## config.mk

```make
export PLATFORM = sky130hd
export DESIGN_NAME = i2c_ack_pin_status_ctrl
export DESIGN_NICKNAME = d
export VERILOG_FILES = /design/src/i2c_ack_pin_status_ctrl.v /design/src/pin_sync3.v /design/src/pin_pair_router.v
export VERILOG_INCLUDE_DIRS = /design/src
export SDC_FILE = /design/constraint.sdc
export NUM_CORES = 1
export LEC_CHECK = 0
export ABC_AREA = 1
export BUFFER_PORTS_ARGS = -buffer_cell sky130_fd_sc_hd__buf_4
export CELL_PAD_IN_SITES_DETAIL_PLACEMENT = 1
export CELL_PAD_IN_SITES_GLOBAL_PLACEMENT = 1
export CORE_MARGIN = 1.5
export CORE_UTILIZATION = 39
export CTS_BUF_LIST = sky130_fd_sc_hd__clkbuf_4 sky130_fd_sc_hd__clkbuf_8
export CTS_CLUSTER_DIAMETER = 120
export DETAILED_ROUTE_END_ITERATION = 10
export PLACE_DENSITY = 0.78
export RECOVER_POWER = 25
export SLEW_MARGIN = 20
export SYNTH_ARGS = -nofsm -noshare
export SYNTH_HDL_FRONTEND = slang
export SYNTH_SLANG_ARGS = --single-unit
```

## constraint.sdc

```tcl
create_clock -name clk_i -period 2 [get_ports clk_i]
set_input_delay 0 -clock clk_i [delete_from_list [all_inputs] [get_ports clk_i]]
set_output_delay 0 -clock clk_i [all_outputs]
set_load 0.03 [all_outputs]
```

## src/i2c_ack_regs.vh

```
`ifndef I2C_ACK_REGS_VH
`define I2C_ACK_REGS_VH

// register word indices; byte address is four times the index
`define IDX_DATA 8'hbc
`define IDX_STATUS 8'hbd
`define IDX_CONTROL 8'hc0
`define IDX_OWN_ADDR 8'hc1
`define IDX_IRQ_STATUS 8'hd0
`define IDX_IRQ_ENABLE 8'hd1
`define IDX_IRQ_CLEAR 8'hd2

// bus_control field positions
`define CTL_EN 6
`define CTL_START 5
`define CTL_STOP 4
`define CTL_SI 3
`define CTL_ACK_ASSERT 2
`define CTL_PX 0

// reset values
`define RST_CONTROL 8'h00
`define RST_OWN_ADDR 8'h00
`define RST_DATA 8'h00
`define RST_STATUS 8'hf8

// status codes
`define ST_IDLE 8'hf8
`define ST_SLA_W_ACK 8'h60
`define ST_GC_ACK 8'h70
`define ST_RX_ACK 8'h80
`define ST_RX_NACK 8'h88
`define ST_GC_RX_ACK 8'h90
`define ST_GC_RX_NACK 8'h98
`define ST_SLA_R_ACK 8'ha8
`define ST_TX_ACK 8'hb8
`define ST_TX_NACK 8'hc0
`define ST_TX_LAST 8'hc8

// interrupt status bit positions
`define IRQ_SI 0
`define IRQ_UNADDR 1

`endif

```

## src/i2c_ack_pin_status_ctrl.v

```verilog
// Register access over Wishbone was left to the implementer.
`timescale 1ns/1ps
`default_nettype none
`include "i2c_ack_regs.vh"

// How it works
// - ack_assert set: pull data low at ack
// - ack_assert clear: leave data high at ack
// - ack_assert clear: ignore own address, general call
// - missed ack drops slave to not addressed
// - ack_assert cleared before last byte gives C8H
// - after that disconnect, data line stays released
// - pin_pair_select picks one of two pin pairs
// - pin pair switches immediately on write
// - status code sits in bits 7:3
// - status F8H keeps interrupt flag low
// - other status codes set interrupt flag
// - status bits 2:0 read zero
// - clock held low until flag cleared
// - first byte compared with own address
module i2c_ack_pin_status_ctrl (
  input wire clk_i, // system clock
  input wire rst_i, // synchronous reset, active high
  input wire cyc_i, // wishbone cycle
  input wire stb_i, // wishbone strobe
  input wire we_i, // wishbone write
  input wire [9:0] adr_i, // wishbone byte address
  input wire [3:0] sel_i, // wishbone byte enables
  input wire [31:0] dat_i, // wishbone write data
  output reg [31:0] dat_o, // wishbone read data
  output reg ack_o, // wishbone acknowledge
  output wire irq_o, // level interrupt
  input wire pa_scl_i, // pair a clock pin
  input wire pa_sda_i, // pair a data pin
  input wire pb_scl_i, // pair b clock pin
  input wire pb_sda_i, // pair b data pin
  output wire pa_scl_o, // pair a clock drive value
  output wire pa_sda_o, // pair a data drive value
  output wire pb_scl_o, // pair b clock drive value
  output wire pb_sda_o, // pair b data drive value
  output wire pa_scl_oe_o, // pair a clock drive enable
  output wire pa_sda_oe_o, // pair a data drive enable
  output wire pb_scl_oe_o, // pair b clock drive enable
  output wire pb_sda_oe_o // pair b data drive enable
);

  localparam [1:0] PH_IDLE = 2'd0;
  localparam [1:0] PH_ADDR = 2'd1;
  localparam [1:0] PH_RX = 2'd2;
  localparam [1:0] PH_TX = 2'd3;

  // control bits held by the bus side
  reg en_q;
  reg start_q;
  reg stop_q;
  reg ack_assert_q;
  reg pin_pair_select_q;
  reg [7:0] own_slave_address_q;
  reg [1:0] irq_en_q;
  // engine state
  reg si_q;
  reg [7:0] bus_status_code_q;
  reg [7:0] data_q;
  reg [1:0] irq_sts_q;
  reg [1:0] phase_q;
  reg [3:0] bit_q;
  reg [7:0] shift_q;
  reg [7:0] tx_q;
  reg sda_low_q;
  reg gc_q;
  reg rw_q;
  reg master_ack_q;
  reg scl_p_q;
  reg sda_p_q;

  wire scl_raw;
  wire sda_raw;
  wire scl_s;
  wire sda_s;

  wire access = cyc_i & stb_i & ~ack_o;
  wire wr = access & we_i & sel_i[0];
  wire [7:0] idx = adr_i[9:2];

  function hit;
    input [7:0] a;
    input [7:0] b;
    begin
      hit = (a == b);
    end
  endfunction

  wire wr_ctl = wr & hit(idx, `IDX_CONTROL);
  wire si_clr = wr_ctl & ~dat_i[`CTL_SI];
  wire wr_data = wr & hit(idx, `IDX_DATA);
  wire wr_irq_clr = wr & hit(idx, `IDX_IRQ_CLEAR);

  // bus events seen on the synchronised lines
  wire scl_rise = scl_s & ~scl_p_q;
  wire scl_fall = ~scl_s & scl_p_q;
  wire bus_start = scl_s & scl_p_q & sda_p_q & ~sda_s;
  wire bus_stop = scl_s & scl_p_q & ~sda_p_q & sda_s;

  // first byte against own address, or general call when enabled
  wire own_hit = (shift_q[7:1] == own_slave_address_q[7:1]);
  wire gc_hit = (shift_q[7:1] == 7'h00) & own_slave_address_q[0] & ~shift_q[0];

  pin_pair_router u_router (
    .pin_pair_select_i(pin_pair_select_q),
    .scl_low_i(si_q & en_q),
    .sda_low_i(sda_low_q & en_q),
    .pa_scl_i(pa_scl_i),
    .pa_sda_i(pa_sda_i),
    .pb_scl_i(pb_scl_i),
    .pb_sda_i(pb_sda_i),
    .pa_scl_oe_o(pa_scl_oe_o),
    .pa_sda_oe_o(pa_sda_oe_o),
    .pb_scl_oe_o(pb_scl_oe_o),
    .pb_sda_oe_o(pb_sda_oe_o),
    .scl_raw_o(scl_raw),
    .sda_raw_o(sda_raw)
  );

  pin_sync3 u_sync_scl (
    .clk_i(clk_i),
    .rst_i(rst_i),
    .pin_i(scl_raw),
    .level_o(scl_s)
  );

  pin_sync3 u_sync_sda (
    .clk_i(clk_i),
    .rst_i(rst_i),
    .pin_i(sda_raw),
    .level_o(sda_s)
  );

  // open drain: drive value is always low
  assign pa_scl_o = 1'b0;
  assign pa_sda_o = 1'b0;
  assign pb_scl_o = 1'b0;
  assign pb_sda_o = 1'b0;

  assign irq_o = |(irq_sts_q & irq_en_q);

  // bus slave: control, address, enables, answer
  always @(posedge clk_i) begin
    if (rst_i) begin
      en_q <= 1'b0;
      start_q <= 1'b0;
      stop_q <= 1'b0;
      ack_assert_q <= 1'b0;
      pin_pair_select_q <= 1'b0;
      own_slave_address_q <= `RST_OWN_ADDR;
      irq_en_q <= 2'b00;
      ack_o <= 1'b0;
      dat_o <= 32'h00000000;
    end else begin
      ack_o <= access;
      if (wr_ctl) begin
        en_q <= dat_i[`CTL_EN];
        start_q <= dat_i[`CTL_START];
        stop_q <= dat_i[`CTL_STOP];
        ack_assert_q <= dat_i[`CTL_ACK_ASSERT];
        pin_pair_select_q <= dat_i[`CTL_PX];
      end else if (wr & hit(idx, `IDX_OWN_ADDR)) begin
        own_slave_address_q <= dat_i[7:0];
      end else if (wr & hit(idx, `IDX_IRQ_ENABLE)) begin
        irq_en_q <= dat_i[1:0];
      end
      if (access & ~we_i) begin
        if (hit(idx, `IDX_STATUS)) begin
          dat_o <= {24'h000000, bus_status_code_q[7:3], 3'b000};
        end else if (hit(idx, `IDX_CONTROL)) begin
          dat_o <= {24'h000000, 1'b0, en_q, start_q, stop_q, si_q, ack_assert_q, 1'b0,
                    pin_pair_select_q};
        end else if (hit(idx, `IDX_OWN_ADDR)) begin
          dat_o <= {24'h000000, own_slave_address_q};
        end else if (hit(idx, `IDX_DATA)) begin
          dat_o <= {24'h000000, data_q};
        end else if (hit(idx, `IDX_IRQ_STATUS)) begin
          dat_o <= {30'h00000000, irq_sts_q};
        end else if (hit(idx, `IDX_IRQ_ENABLE)) begin
          dat_o <= {30'h00000000, irq_en_q};
        end else begin
          dat_o <= 32'h00000000;
        end
      end else begin
        dat_o <= 32'h00000000;
      end
    end
  end

  // slave engine; a status write never reaches it
  always @(posedge clk_i) begin
    if (rst_i) begin
      si_q <= 1'b0;
      bus_status_code_q <= `RST_STATUS;
      data_q <= `RST_DATA;
      irq_sts_q <= 2'b00;
      phase_q <= PH_IDLE;
      bit_q <= 4'h0;
      shift_q <= 8'h00;
      tx_q <= 8'hff;
      sda_low_q <= 1'b0;
      gc_q <= 1'b0;
      rw_q <= 1'b0;
      master_ack_q <= 1'b0;
      scl_p_q <= 1'b1;
      sda_p_q <= 1'b1;
    end else begin
      scl_p_q <= scl_s;
      sda_p_q <= sda_s;
      if (wr_data) begin
        data_q <= dat_i[7:0];
      end
      if (si_clr) begin
        si_q <= 1'b0;
        bus_status_code_q <= `ST_IDLE;
      end
      if (wr_irq_clr) begin
        irq_sts_q <= irq_sts_q & ~dat_i[1:0];
      end
      // released stretch in transmit: present first bit
      if (si_q & si_clr & (phase_q == PH_TX) & (bit_q == 4'h0)) begin
        tx_q <= wr_data ? dat_i[7:0] : data_q;
        sda_low_q <= wr_data ? ~dat_i[7] : ~data_q[7];
      end
      if (~en_q) begin
        phase_q <= PH_IDLE;
        sda_low_q <= 1'b0;
        si_q <= 1'b0;
        bus_status_code_q <= `ST_IDLE;
      end else if (bus_start) begin
        phase_q <= PH_ADDR;
        bit_q <= 4'h0;
        sda_low_q <= 1'b0;
      end else if (bus_stop) begin
        phase_q <= PH_IDLE;
        sda_low_q <= 1'b0;
      end else if (scl_rise & (phase_q != PH_IDLE)) begin
        bit_q <= bit_q + 4'h1;
        if (bit_q < 4'h8) begin
          shift_q <= {shift_q[6:0], sda_s};
        end else begin
          master_ack_q <= ~sda_s;
        end
      end else if (scl_fall & (phase_q != PH_IDLE)) begin
        if (bit_q == 4'h8) begin
          if (phase_q == PH_ADDR) begin
            if (ack_assert_q & (own_hit | gc_hit)) begin
              sda_low_q <= 1'b1;
              gc_q <= gc_hit & ~own_hit;
              rw_q <= shift_q[0];
            end else begin
              phase_q <= PH_IDLE;
              sda_low_q <= 1'b0;
            end
          end else if (phase_q == PH_RX) begin
            sda_low_q <= ack_assert_q;
          end else begin
            sda_low_q <= 1'b0;
          end
        end else if (bit_q == 4'h9) begin
          bit_q <= 4'h0;
          sda_low_q <= 1'b0;
          si_q <= 1'b1;
          irq_sts_q[`IRQ_SI] <= 1'b1;
          if (phase_q == PH_ADDR) begin
            phase_q <= rw_q ? PH_TX : PH_RX;
            bus_status_code_q <= rw_q ? `ST_SLA_R_ACK :
                                 (gc_q ? `ST_GC_ACK : `ST_SLA_W_ACK);
          end else if (phase_q == PH_RX) begin
            data_q <= shift_q;
            if (sda_low_q) begin
              bus_status_code_q <= gc_q ? `ST_GC_RX_ACK : `ST_RX_ACK;
            end else begin
              bus_status_code_q <= gc_q ? `ST_GC_RX_NACK : `ST_RX_NACK;
              phase_q <= PH_IDLE;
              irq_sts_q[`IRQ_UNADDR] <= 1'b1;
            end
          end else begin
            if (~master_ack_q) begin
              bus_status_code_q <= `ST_TX_NACK;
              phase_q <= PH_IDLE;
              irq_sts_q[`IRQ_UNADDR] <= 1'b1;
            end else if (~ack_assert_q) begin
              bus_status_code_q <= `ST_TX_LAST;
              phase_q <= PH_IDLE;
              irq_sts_q[`IRQ_UNADDR] <= 1'b1;
            end else begin
              bus_status_code_q <= `ST_TX_ACK;
            end
          end
        end else if (phase_q == PH_TX) begin
          sda_low_q <= ~tx_q[3'd7 - bit_q[2:0]];
        end
      end
    end
  end

endmodule // i2c_ack_pin_status_ctrl

`default_nettype wire

```

## src/pin_sync3.v

```verilog
`timescale 1ns/1ps
`default_nettype none

module pin_sync3 (
  input wire clk_i, // system clock
  input wire rst_i, // synchronous reset, active high
  input wire pin_i, // asynchronous pin level
  output reg level_o // filtered level
);

  reg ff1_q;
  reg ff2_q;
  reg ff3_q;

  // change counts once second and third stages agree
  always @(posedge clk_i) begin
    if (rst_i) begin
      ff1_q <= 1'b1;
      ff2_q <= 1'b1;
      ff3_q <= 1'b1;
      level_o <= 1'b1;
    end else begin
      ff1_q <= pin_i;
      ff2_q <= ff1_q;
      ff3_q <= ff2_q;
      if (ff2_q == ff3_q) begin
        level_o <= ff3_q;
      end
    end
  end

endmodule // pin_sync3

`default_nettype wire

```

## src/pin_pair_router.v

```verilog
`timescale 1ns/1ps
`default_nettype none

module pin_pair_router (
  input wire pin_pair_select_i, // 0: pair a, 1: pair b
  input wire scl_low_i, // pull clock line low
  input wire sda_low_i, // pull data line low
  input wire pa_scl_i, // pair a clock pin level
  input wire pa_sda_i, // pair a data pin level
  input wire pb_scl_i, // pair b clock pin level
  input wire pb_sda_i, // pair b data pin level
  output wire pa_scl_oe_o, // pair a clock drive enable
  output wire pa_sda_oe_o, // pair a data drive enable
  output wire pb_scl_oe_o, // pair b clock drive enable
  output wire pb_sda_oe_o, // pair b data drive enable
  output wire scl_raw_o, // selected clock level
  output wire sda_raw_o // selected data level
);

  // switches at once, no wait for an idle bus
  assign pa_scl_oe_o = ~pin_pair_select_i & scl_low_i;
  assign pa_sda_oe_o = ~pin_pair_select_i & sda_low_i;
  assign pb_scl_oe_o = pin_pair_select_i & scl_low_i;
  assign pb_sda_oe_o = pin_pair_select_i & sda_low_i;
  assign scl_raw_o = pin_pair_select_i ? pb_scl_i : pa_scl_i;
  assign sda_raw_o = pin_pair_select_i ? pb_sda_i : pa_sda_i;

endmodule // pin_pair_router

`default_nettype wire

```

==> summary.txt, run 1 <==
Route
  • Vias per inst: 5.08
  • Via count: 3762
  • Drc violations: 0
  • Remaining antenna violation count: 0
  • Initial DRC count: approximately 100
  • First drt pass iteration count: 4
  • DRT Wirelength: 11.3 mm
  • Wire per inst: 15.2 microns

Logic synthesis
  • Post-synthesis compound-gate area fraction: roughly 18%
  • Most used flip-flop cell after synthesis: dfxtp_1
  • Cells after synthesis: 536
  • Synthesized area: a little under 4000 sq um
  • Most common library cells after synthesis: nand2_1, dfxtp_1, inv_1
  • Largest family of logic cells by synthesized area: simple AND/OR/NAND/NOR gates
  • Sequential area share after synthesis: 39.1%
  • Synthesis Warnings: 0
  • Mux share of post-synthesis cell area: 0%
  • Largest area contributor in the netlist: dfxtp_1
  • Post-synth EDFFs: 0
  • Synthesized area per cell: 7.26 sq um
  • Synth area leaders: dfxtp_1, nand2_1, o21ai_0
  • Adder-cell area share of the yosys netlist: 2.25%
  • Post-synth top area share: between 30 and 40%
  • Post-Synth Simple-Gate Area: 27.3%
  • Most frequent cell after synthesis: nand2_1
  • Post-synth ARST share: 0%
  • Synthesized flop and latch total: between 70 and 80
  • Yosys cell types: 43
  • Post-Synth XOR/XNOR Area: 0%

Finish
  • Finished Layout Cells: 741
  • Final #Nets: 665
  • Share of layout cells above drive strength 1: 15.1%
  • Diodes inserted: 0
  • FF/Latch Area: between 1500 and 2000 sq um
  • # fillers: around 1300
  • Area delta synth->final: 19.0%
  • Area occupied by multi-input gates: about 2000 sq um

GRT
  • Number of global-route vias before repair: 3687
  • Total global routing overflow: 0
  • First-pass GRT wire length: about 18 mm
  • Total track usage: roughly 22%
  • Initial antenna violation count: 0
  • Pin count of the biggest net entering global routing: 30

STA
  • Final Hold Fails: 0
  • Worst slew pin tran: 0.664 ns
  • RSZ-0062 raised after global routing: false
  • Highest Clock Rate: around 550 MHz
  • Setup ws final: 0.176 ns
  • Worst rel slew slack: 55.6%
  • Final setup vio count: 0
  • TNS Setup: 0 ns
  • Clock period minus worst slack: 1.82 ns
  • Worst Clk Skew: between 0.007 and 0.008 ns
  • Final Slew Violations: 0
  • Final period util: between 90% and 100%

Critical path
  • Setup crit end: dat_o[0]
  • R2r setup slk: around 0.18 ns
  • Crit path launch type: flop
  • Crit Path Category: flop to flop
  • CP required: 2.27 ns
  • Crit. Startpoint: ack_o
  • Critical Path Max Stage Delay: about 0.58 ns
  • CP Cell Sequence: nand3b_1 > dlygate4sd3_1 > nor2_2 > nand2_1 > nor2_1 > o21ai_0 > a41oi_1
  • Critical path endpoint category: flop
  • Critical path peak fanout: 3
  • R2R cell count: 7
  • WP data arrival: around 2.1 ns
  • Slowest cell on crit path: dlygate4sd3_1
  • RR Startpoint: ack_o
  • Worst reg2reg path endpoint: dat_o[0]

Pwr
  • PwrDens: 649 nW/um^2
  • Max VDD drop: 0.272 mV
  • Leak: 1.92 nW

Placement
  • DP Cell Count: 709
  • Placer Congestion: 0.884
  • Post-DP HPWL: 8.50 mm
  • Post-Place Worst Slack: 0.0408 ns
  • IO Port Bufs: 39

Floorplanning
  • Starting density of the core: 40.0%
  • Die width: 103 microns
  • Height of the chip: 103 microns
  • Die area: 10600 sq um
  • Core ar.: 9730 sq um
  • I/O pins: between 90 and 100
  • Rows: 36

Clock tree
  • # H-tree levels: 3
  • Maximum clock insertion buffer count: 2
  • CTS sink cnt: 76
  • TritonCTS clock tree: yes
  • Clock-pin slew on the worst setup and hold paths: 0.08 ns
  • Latest clock arrival within the worst-skew pair: 0.35 ns
  • CTS buffer count: 9
  • Clk root buf: clkbuf_8

Hold path
  • Worst hold stages: 3
  • Hold crit path type: primary input to flop

Run
  • Max-cap violations: 0

Status
  • Status: complete, no violations
report_power, final:
group | leakage, nW | switching, mW | internal (mW) | total (mW)
Clock | 0.109 | 0.583 | 0.698 | 1.28
Sequential | 0.615 | 0.00276 | 1.52 | 1.52
Combinational | 1.20 | 0.142 | 0.0654 | 0.207
registers in the layout (all words and copies together), names as in the netlist, 2 cells and up:
register / count
phase_q: 2
bus_status_code_q: 5
bit_q: 4
own_slave_address_q: 8
irq_sts_q: 2
irq_en_q: 2
shift_q: 8
data_q: 8
dat_o: 8
tx_q: 8
per-layer routing:
metal  global-route usage (%)  up-vias  share of wire [%]
met4                     6.86        0                1.7
met3                     5.02       15                3.5
met1                     27.1     1829                 45
met2                     38.7       63                 50
li1                         -     1855                  -
met5                        0        -                  0
logic make-up after synthesis:
logic type      Yosys count
simple gates            225
other cells               1
flops                    76
buf+inv                 105
fa+ha+maj                 7
compound gates          122
critical path: cells and delay by family (launching register included):
kind                   cells  cell delay [ns]
AOI/OAI and AO/OA          2             0.31
DFF                        1             0.32
buffers and inverters      1             0.58
and+or+nand+nor            4             0.54
placed cells by master, fill, tap and decap left out, drive strengths merged, types with 2 or more instances in the layout:
| master | n |
|---|---|
| o21bai | 2 |
| o21ai | 55 |
| a21oi | 38 |
| clkinv | 5 |
| conb | 28 |
| or2 | 4 |
| ha | 7 |
| inv | 65 |
| nor3 | 18 |
| nand2 | 102 |
| dlygate4sd3 | 14 |
| a211oi | 10 |
| clkbuf | 21 |
| nand4 | 4 |
| bufinv | 2 |
| nand3 | 42 |
| nor3b | 4 |
| dfxtp | 76 |
| o211ai | 5 |
| nor2 | 49 |
| a31oi | 3 |
| a41oi | 2 |
| buf | 42 |
area by class of cell:
type | count | share of cell area (%)
multi-input cells | 382 | 42.4
inverters | 66 | 5.43
clock inverters | 7 | 1.97
repair buffers | 68 | 11.1
clock buffers | 9 | 2.67
flip-flops and latches | 76 | 32.9
well taps | 133 | 3.59
worst min path at each step:
stage,slack (ns),from,end
after floorplan,0.08,rst_i,ack_o
final,0.03,dat_i[3],own_slave_address_q[3]
after global routing,0.02,dat_i[3],own_slave_address_q[3]
after detailed placement,0.22,pa_sda_i,u_sync_sda.ff1_q
after global placement,0.20,pa_sda_i,u_sync_sda.ff1_q
after CTS,0.02,dat_i[3],own_slave_address_q[3]
metrics by stage:
step	cell area (sq um)	total power [mW]	utilization (%)	hold WS, ns
after detailed placement	4300	1.74	44.2	0.218
after CTS	4650	3.04	47.8	0.0161
after floorplan	4000	1.72	-	0.0841
after global routing	4630	3.12	47.6	0.0152
after global placement	4300	1.74	44.2	0.203
final	4630	3.01	47.6	0.0329
what timing repair did:
item,CTS,global route
buffers inserted,0,2
hold buffers,14,0
endpoints found under the hold margin,14,0
resized for setup,0,9
setup endpoints to repair,0,18
(Power assumes the default switching activity.)
==> run 2: changes to the inputs <==
- clock period: 2 -> 1.8 ns (I/O delays scaled with it)
==> run 2 against run 1 <==
Effect of this change:
- the run now ends with negative setup slack left
- clock power barely moved
- global-route usage increased by 1.4 points
- wire length grew 9.9%
- power up 6.9%
- sequential power grew 11%
- final area increased by 4.0%
- core utilization grew 1.9 points
- combinational power is 11% higher
- count of clock-buffer cells in the layout increased by 4
- worst setup slack worse by 0.22 ns
- non-clock buffer count is 20 higher
- die area unchanged
- critical path type unchanged
- largest cell class unchanged
- highest routed layer unchanged
==> summary.txt, run 2 (synthesized netlist as in run 1, its figures left out) <==
Status
  • Status: finished with violations (was complete, no violations)
  • Violated checks: negative setup slack

GRT
  • Total global routing overflow: 0 (unchanged)
  • First-pass GRT wire length: 18.8 mm (was 18.0 mm)
  • Pin count of the biggest net entering global routing: 22 (was 30)
  • Initial antenna violation count: 0 (unchanged)
  • Total track usage: 23.6% (was 22.2%)
  • Number of global-route vias before repair: 3823 (was 3687)

Route
  • Remaining antenna violation count: 0 (unchanged)
  • DRT Wirelength: 12.4 mm (was 11.3 mm)
  • Initial DRC count: 112 (was 101)
  • Vias per inst: 5.08 (about the same)
  • Via count: 3866 (was 3762)
  • First drt pass iteration count: 4 (unchanged)
  • Drc violations: 0 (unchanged)
  • Wire per inst: 16.3 microns (was 15.2 microns)

STA
  • Final period util: 103% (was 91.2%)
  • Final Slew Violations: 0 (unchanged)
  • Final setup vio count: 6 (was 0)
  • Worst rel slew slack: 60.5% (was 55.6%)
  • Worst slew pin tran: 0.591 ns (was 0.664 ns)
  • Setup ws final: -0.0463 ns (was 0.176 ns)
  • Worst Clk Skew: 0.0137 ns (was 0.00769 ns)
  • TNS Setup: -0.145 ns (was 0 ns)
  • Final Hold Fails: 0 (unchanged)
  • RSZ-0062 raised after global routing: true (was false)
  • Final hold slack: 0.00761 ns (was 0.0329 ns)
  • Clock period minus worst slack: 1.85 ns (was 1.82 ns)
  • Highest Clock Rate: 542 MHz (was 548 MHz)

Run
  • Max-cap violations: 0 (unchanged)

Finish
  • Finished Layout Cells: 761 (was 741)
  • Most frequent cells in the layout: nand2_1, dfxtp_1, buf_4, inv_1, o21ai_0 (was nand2_1, dfxtp_1, inv_1, o21ai_0, nor2_1)
  • Area delta synth->final: 23.7% (was 19.0%)
  • # fillers: 1300 (was 1281)
  • Share of layout cells above drive strength 1: 19.4% (was 15.1%)
  • Final #Nets: 685 (was 665)
  • Diodes inserted: 0 (unchanged)
  • Commonest non-fill, non-tap cell in the layout: nand2_1 (unchanged)
  • Final core utilization: 49.5% (was 47.6%)
  • Finished Cell Area: 4820 sq um (was 4630 sq um)

Floorplanning
  • Rows: 36 (unchanged)
  • Core ar.: 9730 sq um (unchanged)
  • Starting density of the core: 40.0% (unchanged)
  • I/O pins: 97 (unchanged)
  • Die area: 10600 sq um (unchanged)
  • Die width: 103 microns (unchanged)
  • Height of the chip: 103 microns (unchanged)

Pwr
  • PwrDens: 667 nW/um^2 (was 649 nW/um^2)
  • Leak: 2.03 nW (was 1.92 nW)
  • Max VDD drop: 0.344 mV (was 0.272 mV)
  • Tot Pwr: 3.22 mW (was 3.01 mW)

Critical path
  • Critical path endpoint category: flop (unchanged)
  • R2r setup slk: -0.05 ns (was 0.18 ns)
  • CP required: 2.08 ns (was 2.27 ns)
  • WP data arrival: 2.12 ns (was 2.09 ns)
  • Critical path peak fanout: 13 (was 3)
  • Worst reg2reg path endpoint: data_q[0] (was dat_o[0])
  • Crit Path Category: flop to flop (unchanged)
  • Crit path launch type: flop (unchanged)
  • RR Startpoint: phase_q[0] (was ack_o)
  • R2R cell count: 11 (was 7)

Clock tree
  • Clock-pin slew on the worst setup and hold paths: 0.08 ns (about the same)
  • CTS sink cnt: 76 (unchanged)
  • # H-tree levels: 3 (unchanged)
  • CTS buffer count: 9 (unchanged)
  • Clk root buf: clkbuf_8 (unchanged)
  • Maximum clock insertion buffer count: 2 (unchanged)
  • Latest clock arrival within the worst-skew pair: 0.36 ns (was 0.35 ns)
  • TritonCTS clock tree: yes (unchanged)

Placement
  • Post-DP HPWL: 8.99 mm (was 8.50 mm)
  • DP Cell Count: 723 (was 709)
  • Placer Congestion: 0.858 (was 0.884)
  • Area after DPL: 4400 sq um (was 4300 sq um)
  • IO Port Bufs: 39 (unchanged)
  • Post-Place Worst Slack: -0.0581 ns (was 0.0408 ns)

Hold path
  • Hold crit path type: primary input to flop (unchanged)
  • Worst hold stages: 3 (unchanged)
  • Hold Startpoint: dat_i[3] (unchanged)
  • Hold Path End: own_slave_address_q[3] (unchanged)
run 2: area by class of cell:
cell class | count | area [sq um] | share of cell area, %
clock inverter | 3 | 20.0 | 0.415
clock buffer | 13 | 173 | 3.58
multi-input combinational | 382 | 2010 | 41.7
sequential | 76 | 1520 | 31.6
tap | 133 | 166 | 3.45
inverter | 66 | 253 | 5.25
timing repair buffer | 88 | 676 | 14.0
run 2: worst max-delay path, stage by stage, from the launching register on:
cell and delay (ns):
dfxtp_2 0.36, inv_4 0.05, ha_4 0.16, nor3_4 0.23, buf_6 0.14, nand3_4 0.10
clkinv_2 0.09, nand2_4 0.05, nor3_4 0.14, buf_12 0.15, o21ai_0 0.09, a21oi_1 0.20
run 2: where the power goes:
| group | internal [mW] | switching [mW] |
|---|---|---|
| sequential | 1.69 | 0.00292 |
| combinational | 0.0723 | 0.158 |
| clock | 0.628 | 0.668 |
| total | 2.39 | 0.829 |
run 2: how the worst max path moves through the flow:
stage | startpoint | to | slack, ns | depth (start not counted)
2_1_floorplan | phase_q[0] | data_q[6] | 0.02 | 10
3_3_place_gp | phase_q[0] | gc_q | 0.05 | 9
3_5_place_dp | phase_q[0] | gc_q | -0.06 | 9
4_1_cts | phase_q[0] | data_q[0] | 0.02 | 10
5_1_grt | phase_q[0] | bit_q[2] | -0.14 | 9
6_report | phase_q[0] | data_q[0] | -0.05 | 11
run 2: layer usage:
| layer | vias to the layer above | routed length (microns) | track usage, % |
|---|---|---|---|
| li1 | 1890 | - | - |
| met1 | 1858 | 5230 | 27.5 |
| met2 | 92 | 6300 | 41.5 |
| met3 | 26 | 510 | 5.15 |
| met4 | 0 | 377 | 10.2 |
| met5 | - | 0 | 0 |
run 2: repair_timing:
action,CTS,global route
gates cloned,0,0
gates resized for setup,4,16
setup endpoints to repair,10,17
hold buffers,13,0
setup buffers,1,8
hold endpoints to repair,14,0
pin swaps,3,7
==> run 3: changes to the inputs <==
- CTS_BUF_LIST: sky130_fd_sc_hd__clkbuf_4 sky130_fd_sc_hd__clkbuf_8 -> sky130_fd_sc_hd__clkbuf_4
==> run 3 against run 2 <==
Effect of this change:
- the flow still finishes with violations (negative setup slack)
- die area did not move
- clock power fell by 29%
- sequential power barely moved
- sequential share of layout area barely moved
- first-iteration DRC count fell by 8.0%
- core utilization rose by 0.10 points
- final area rose by 0.21%
- count of clock-buffer cells in the layout fell by 3
- non-clock buffer count rose by 6
==> summary.txt, run 3 (synthesized netlist as in run 1, its figures left out) <==
Route
  • Vias per inst: 5.00 (was 5.08)
  • Initial DRC count: 103 (was 112)
  • Wire per inst: 16.2 microns (was 16.3 microns)
  • Via count: 3842 (was 3866)
  • Drc violations: 0 (unchanged)
  • First drt pass iteration count: 4 (unchanged)
  • DRT Wirelength: 12.4 mm (about the same)
  • Remaining antenna violation count: 0 (unchanged)

STA
  • Worst slew pin tran: 0.641 ns (was 0.591 ns)
  • Highest Clock Rate: 532 MHz (was 542 MHz)
  • Final setup vio count: 8 (was 6)
  • Final period util: 104% (was 103%)
  • RSZ-0062 raised after global routing: true (unchanged)
  • Setup ws final: -0.0802 ns (was -0.0463 ns)
  • Worst rel slew slack: 57.2% (was 60.5%)
  • Worst Clk Skew: 0.0192 ns (was 0.0137 ns)
  • Clock period minus worst slack: 1.88 ns (was 1.85 ns)
  • Final Slew Violations: 0 (unchanged)
  • Final Hold Fails: 0 (unchanged)

Floorplanning
  • I/O pins: 97 (unchanged)
  • Starting density of the core: 40.0% (unchanged)
  • Die area: 10600 sq um (unchanged)
  • Core ar.: 9730 sq um (unchanged)
  • Height of the chip: 103 microns (unchanged)
  • Die width: 103 microns (unchanged)
  • Rows: 36 (unchanged)

Critical path
  • RR Startpoint: phase_q[0] (unchanged)
  • Crit. Startpoint: phase_q[0] (unchanged)
  • Critical path endpoint category: flop (unchanged)
  • R2R cell count: 11 (unchanged)
  • Critical path peak fanout: 8 (was 13)
  • R2r setup slk: -0.08 ns (was -0.05 ns)
  • Slowest cell on crit path: dfxtp_2 (unchanged)
  • Crit path launch type: flop (unchanged)
  • CP Cell Sequence: inv_4 > ha_4 > nor3_4 > buf_6 > nand3_4 > inv_4 > nand2_4 > nor3_4 > clkbuf_16 > buf_6 > a21oi_2 (was inv_4 > ha_4 > nor3_4 > buf_6 > nand3_4 > clkinv_2 > nand2_4 > nor3_4 > buf_12 > o21ai_0 > a21oi_1)
  • CP required: 2.15 ns (was 2.08 ns)
  • Buf+Inv Stages, Crit Path: 5 (was 4)
  • Crit Path Category: flop to flop (unchanged)
  • Critical path's top delay family: simple AND/OR/NAND/NOR gates (unchanged)
  • Setup crit end: data_q[6] (was data_q[0])
  • Critical Path Max Stage Delay: 0.37 ns (was 0.36 ns)
  • WP data arrival: 2.23 ns (was 2.12 ns)
  • WP depth: 11 (unchanged)
  • Worst reg2reg path endpoint: data_q[6] (was data_q[0])

Clock tree
  • Clk root buf: clkbuf_4 (was clkbuf_8)
  • Maximum clock insertion buffer count: 2 (unchanged)
  • TritonCTS clock tree: yes (unchanged)
  • # H-tree levels: 3 (unchanged)
  • Clock-pin slew on the worst setup and hold paths: 0.13 ns (was 0.08 ns)
  • CTS sink cnt: 76 (unchanged)
  • Latest clock arrival within the worst-skew pair: 0.44 ns (was 0.36 ns)
  • CTS buffer count: 9 (unchanged)

Pwr
  • Max VDD drop: 0.260 mV (was 0.344 mV)
  • PwrDens: 590 nW/um^2 (was 667 nW/um^2)
  • Switching pwr: 799 uW (was 829 uW)
  • Leak: 2.03 nW (about the same)
  • Pint: 2.05 mW (was 2.39 mW)
  • Sw Share: 28.0% (was 25.8%)
  • Clock share of power: 32.2% (was 40.3%)
  • Sequential share of power: 59.3% (was 52.5%)
  • Comb pwr share: 8.5% (was 7.2%)

GRT
  • Initial antenna violation count: 0 (unchanged)
  • Pin count of the biggest net entering global routing: 22 (unchanged)
  • First-pass GRT wire length: 18.2 mm (was 18.8 mm)
  • Total track usage: 22.7% (was 23.6%)
  • Total global routing overflow: 0 (unchanged)
  • Number of global-route vias before repair: 3738 (was 3823)

Run
  • Max-cap violations: 0 (unchanged)

Status
  • Violated checks: negative setup slack (unchanged)
  • Status: finished with violations (unchanged)

Finish
  • Share of layout cells above drive strength 1: 20.0% (was 19.4%)
  • Final #Nets: 691 (was 685)
  • Area delta synth->final: 24.0% (was 23.7%)
  • # fillers: 1305 (was 1300)
  • Finished Cell Area: 4830 sq um (was 4820 sq um)
  • Most frequent cells in the layout: nand2_1, dfxtp_1, buf_4, inv_1, nor2_1 (was nand2_1, dfxtp_1, buf_4, inv_1, o21ai_0)
  • Commonest non-fill, non-tap cell in the layout: nand2_1 (unchanged)

Placement
  • Placer Congestion: 0.858 (unchanged)
  • Area after DPL: 4400 sq um (unchanged)
  • Post-Place Worst Slack: -0.0581 ns (unchanged)
  • Post-DP HPWL: 8.99 mm (unchanged)
  • IO Port Bufs: 39 (unchanged)

Hold path
  • Hold crit path type: primary input to flop (unchanged)
[run 3: routing by layer]
metal / wire, microns / track usage (%) / up-vias
met5: 0 / 0 / -
met4: 275 / 7.80 / 0
met3: 396 / 4.07 / 19
met2: 6270 / 40.1 / 72
met1: 5490 / 27.7 / 1846
li1: - / - / 1905
[run 3: power by group through the flow]
stage / combinational [mW] / sequential, mW / clock, mW
floorplan: 0.177 / 1.73 / 0
global placement: 0.201 / 1.73 / 0
detailed placement: 0.206 / 1.73 / 0
CTS: 0.236 / 1.69 / 0.924
global route: 0.259 / 1.69 / 0.995
finish: 0.241 / 1.69 / 0.918
[run 3: layout make-up]
cell class | count | area, sq um | share of cell area, %
flip-flops and latches | 76 | 1530 | 31.6
multi-input cells | 382 | 2030 | 42.0
clock inverters | 6 | 31.3 | 0.648
clock buffers | 10 | 75.1 | 1.55
diodes | 1 | 2.50 | 0.0518
repair buffers | 94 | 744 | 15.4
inverters | 66 | 254 | 5.26
well taps | 133 | 166 | 3.45
[run 3: how the worst min path moves through the flow]
stage / slack [ns] / cells past startpoint / from / to
floorplan: 0.08 / 1 / rst_i / ack_o
finish: 0.04 / 4 / adr_i[6] / dat_o[1]
detailed placement: 0.24 / 3 / pa_sda_i / u_sync_sda.ff1_q
global route: 0.05 / 4 / adr_i[6] / dat_o[1]
global placement: 0.22 / 3 / pa_sda_i / u_sync_sda.ff1_q
CTS: 0.04 / 5 / stb_i / dat_o[5]
[run 3: worst reg2reg max path: cells and delay by family (launching register included)]
| family | cells | cell delay, ns |
|---|---|---|
| flip-flops | 1 | 0.37 |
| AO/OA/AOI/OAI | 1 | 0.04 |
| adder cells (fa/ha/maj) | 1 | 0.16 |
| buffers and inverters | 5 | 0.58 |
| AND/OR/NAND/NOR | 4 | 0.64 |
[run 3: metrics by stage]
stage / utilization (%) / instances / hold slack [ns] / TNS [ns] / power (mW)
after global routing: 49.6 / 767 / 0.0527 / -1.75 / 2.95
final: 49.6 / 768 / 0.0402 / -0.495 / 2.85
after global placement: 45.3 / 723 / 0.219 / 0 / 1.93
after detailed placement: 45.3 / 723 / 0.240 / -0.190 / 1.94
after floorplan: - / 563 / 0.0841 / 0 / 1.91
after CTS: 48.1 / 756 / 0.0425 / 0 / 2.85
[run 3: timing repair]
action / 4_1_cts / 5_1_grt
endpoints found under the setup margin: 12 / 16
buffers inserted: 0 / 10
pin swaps: 2 / 7
hold buffers: 17 / 0
resized for setup: 1 / 35
gates cloned: 0 / 1
hold endpoints to repair: 30 / 0
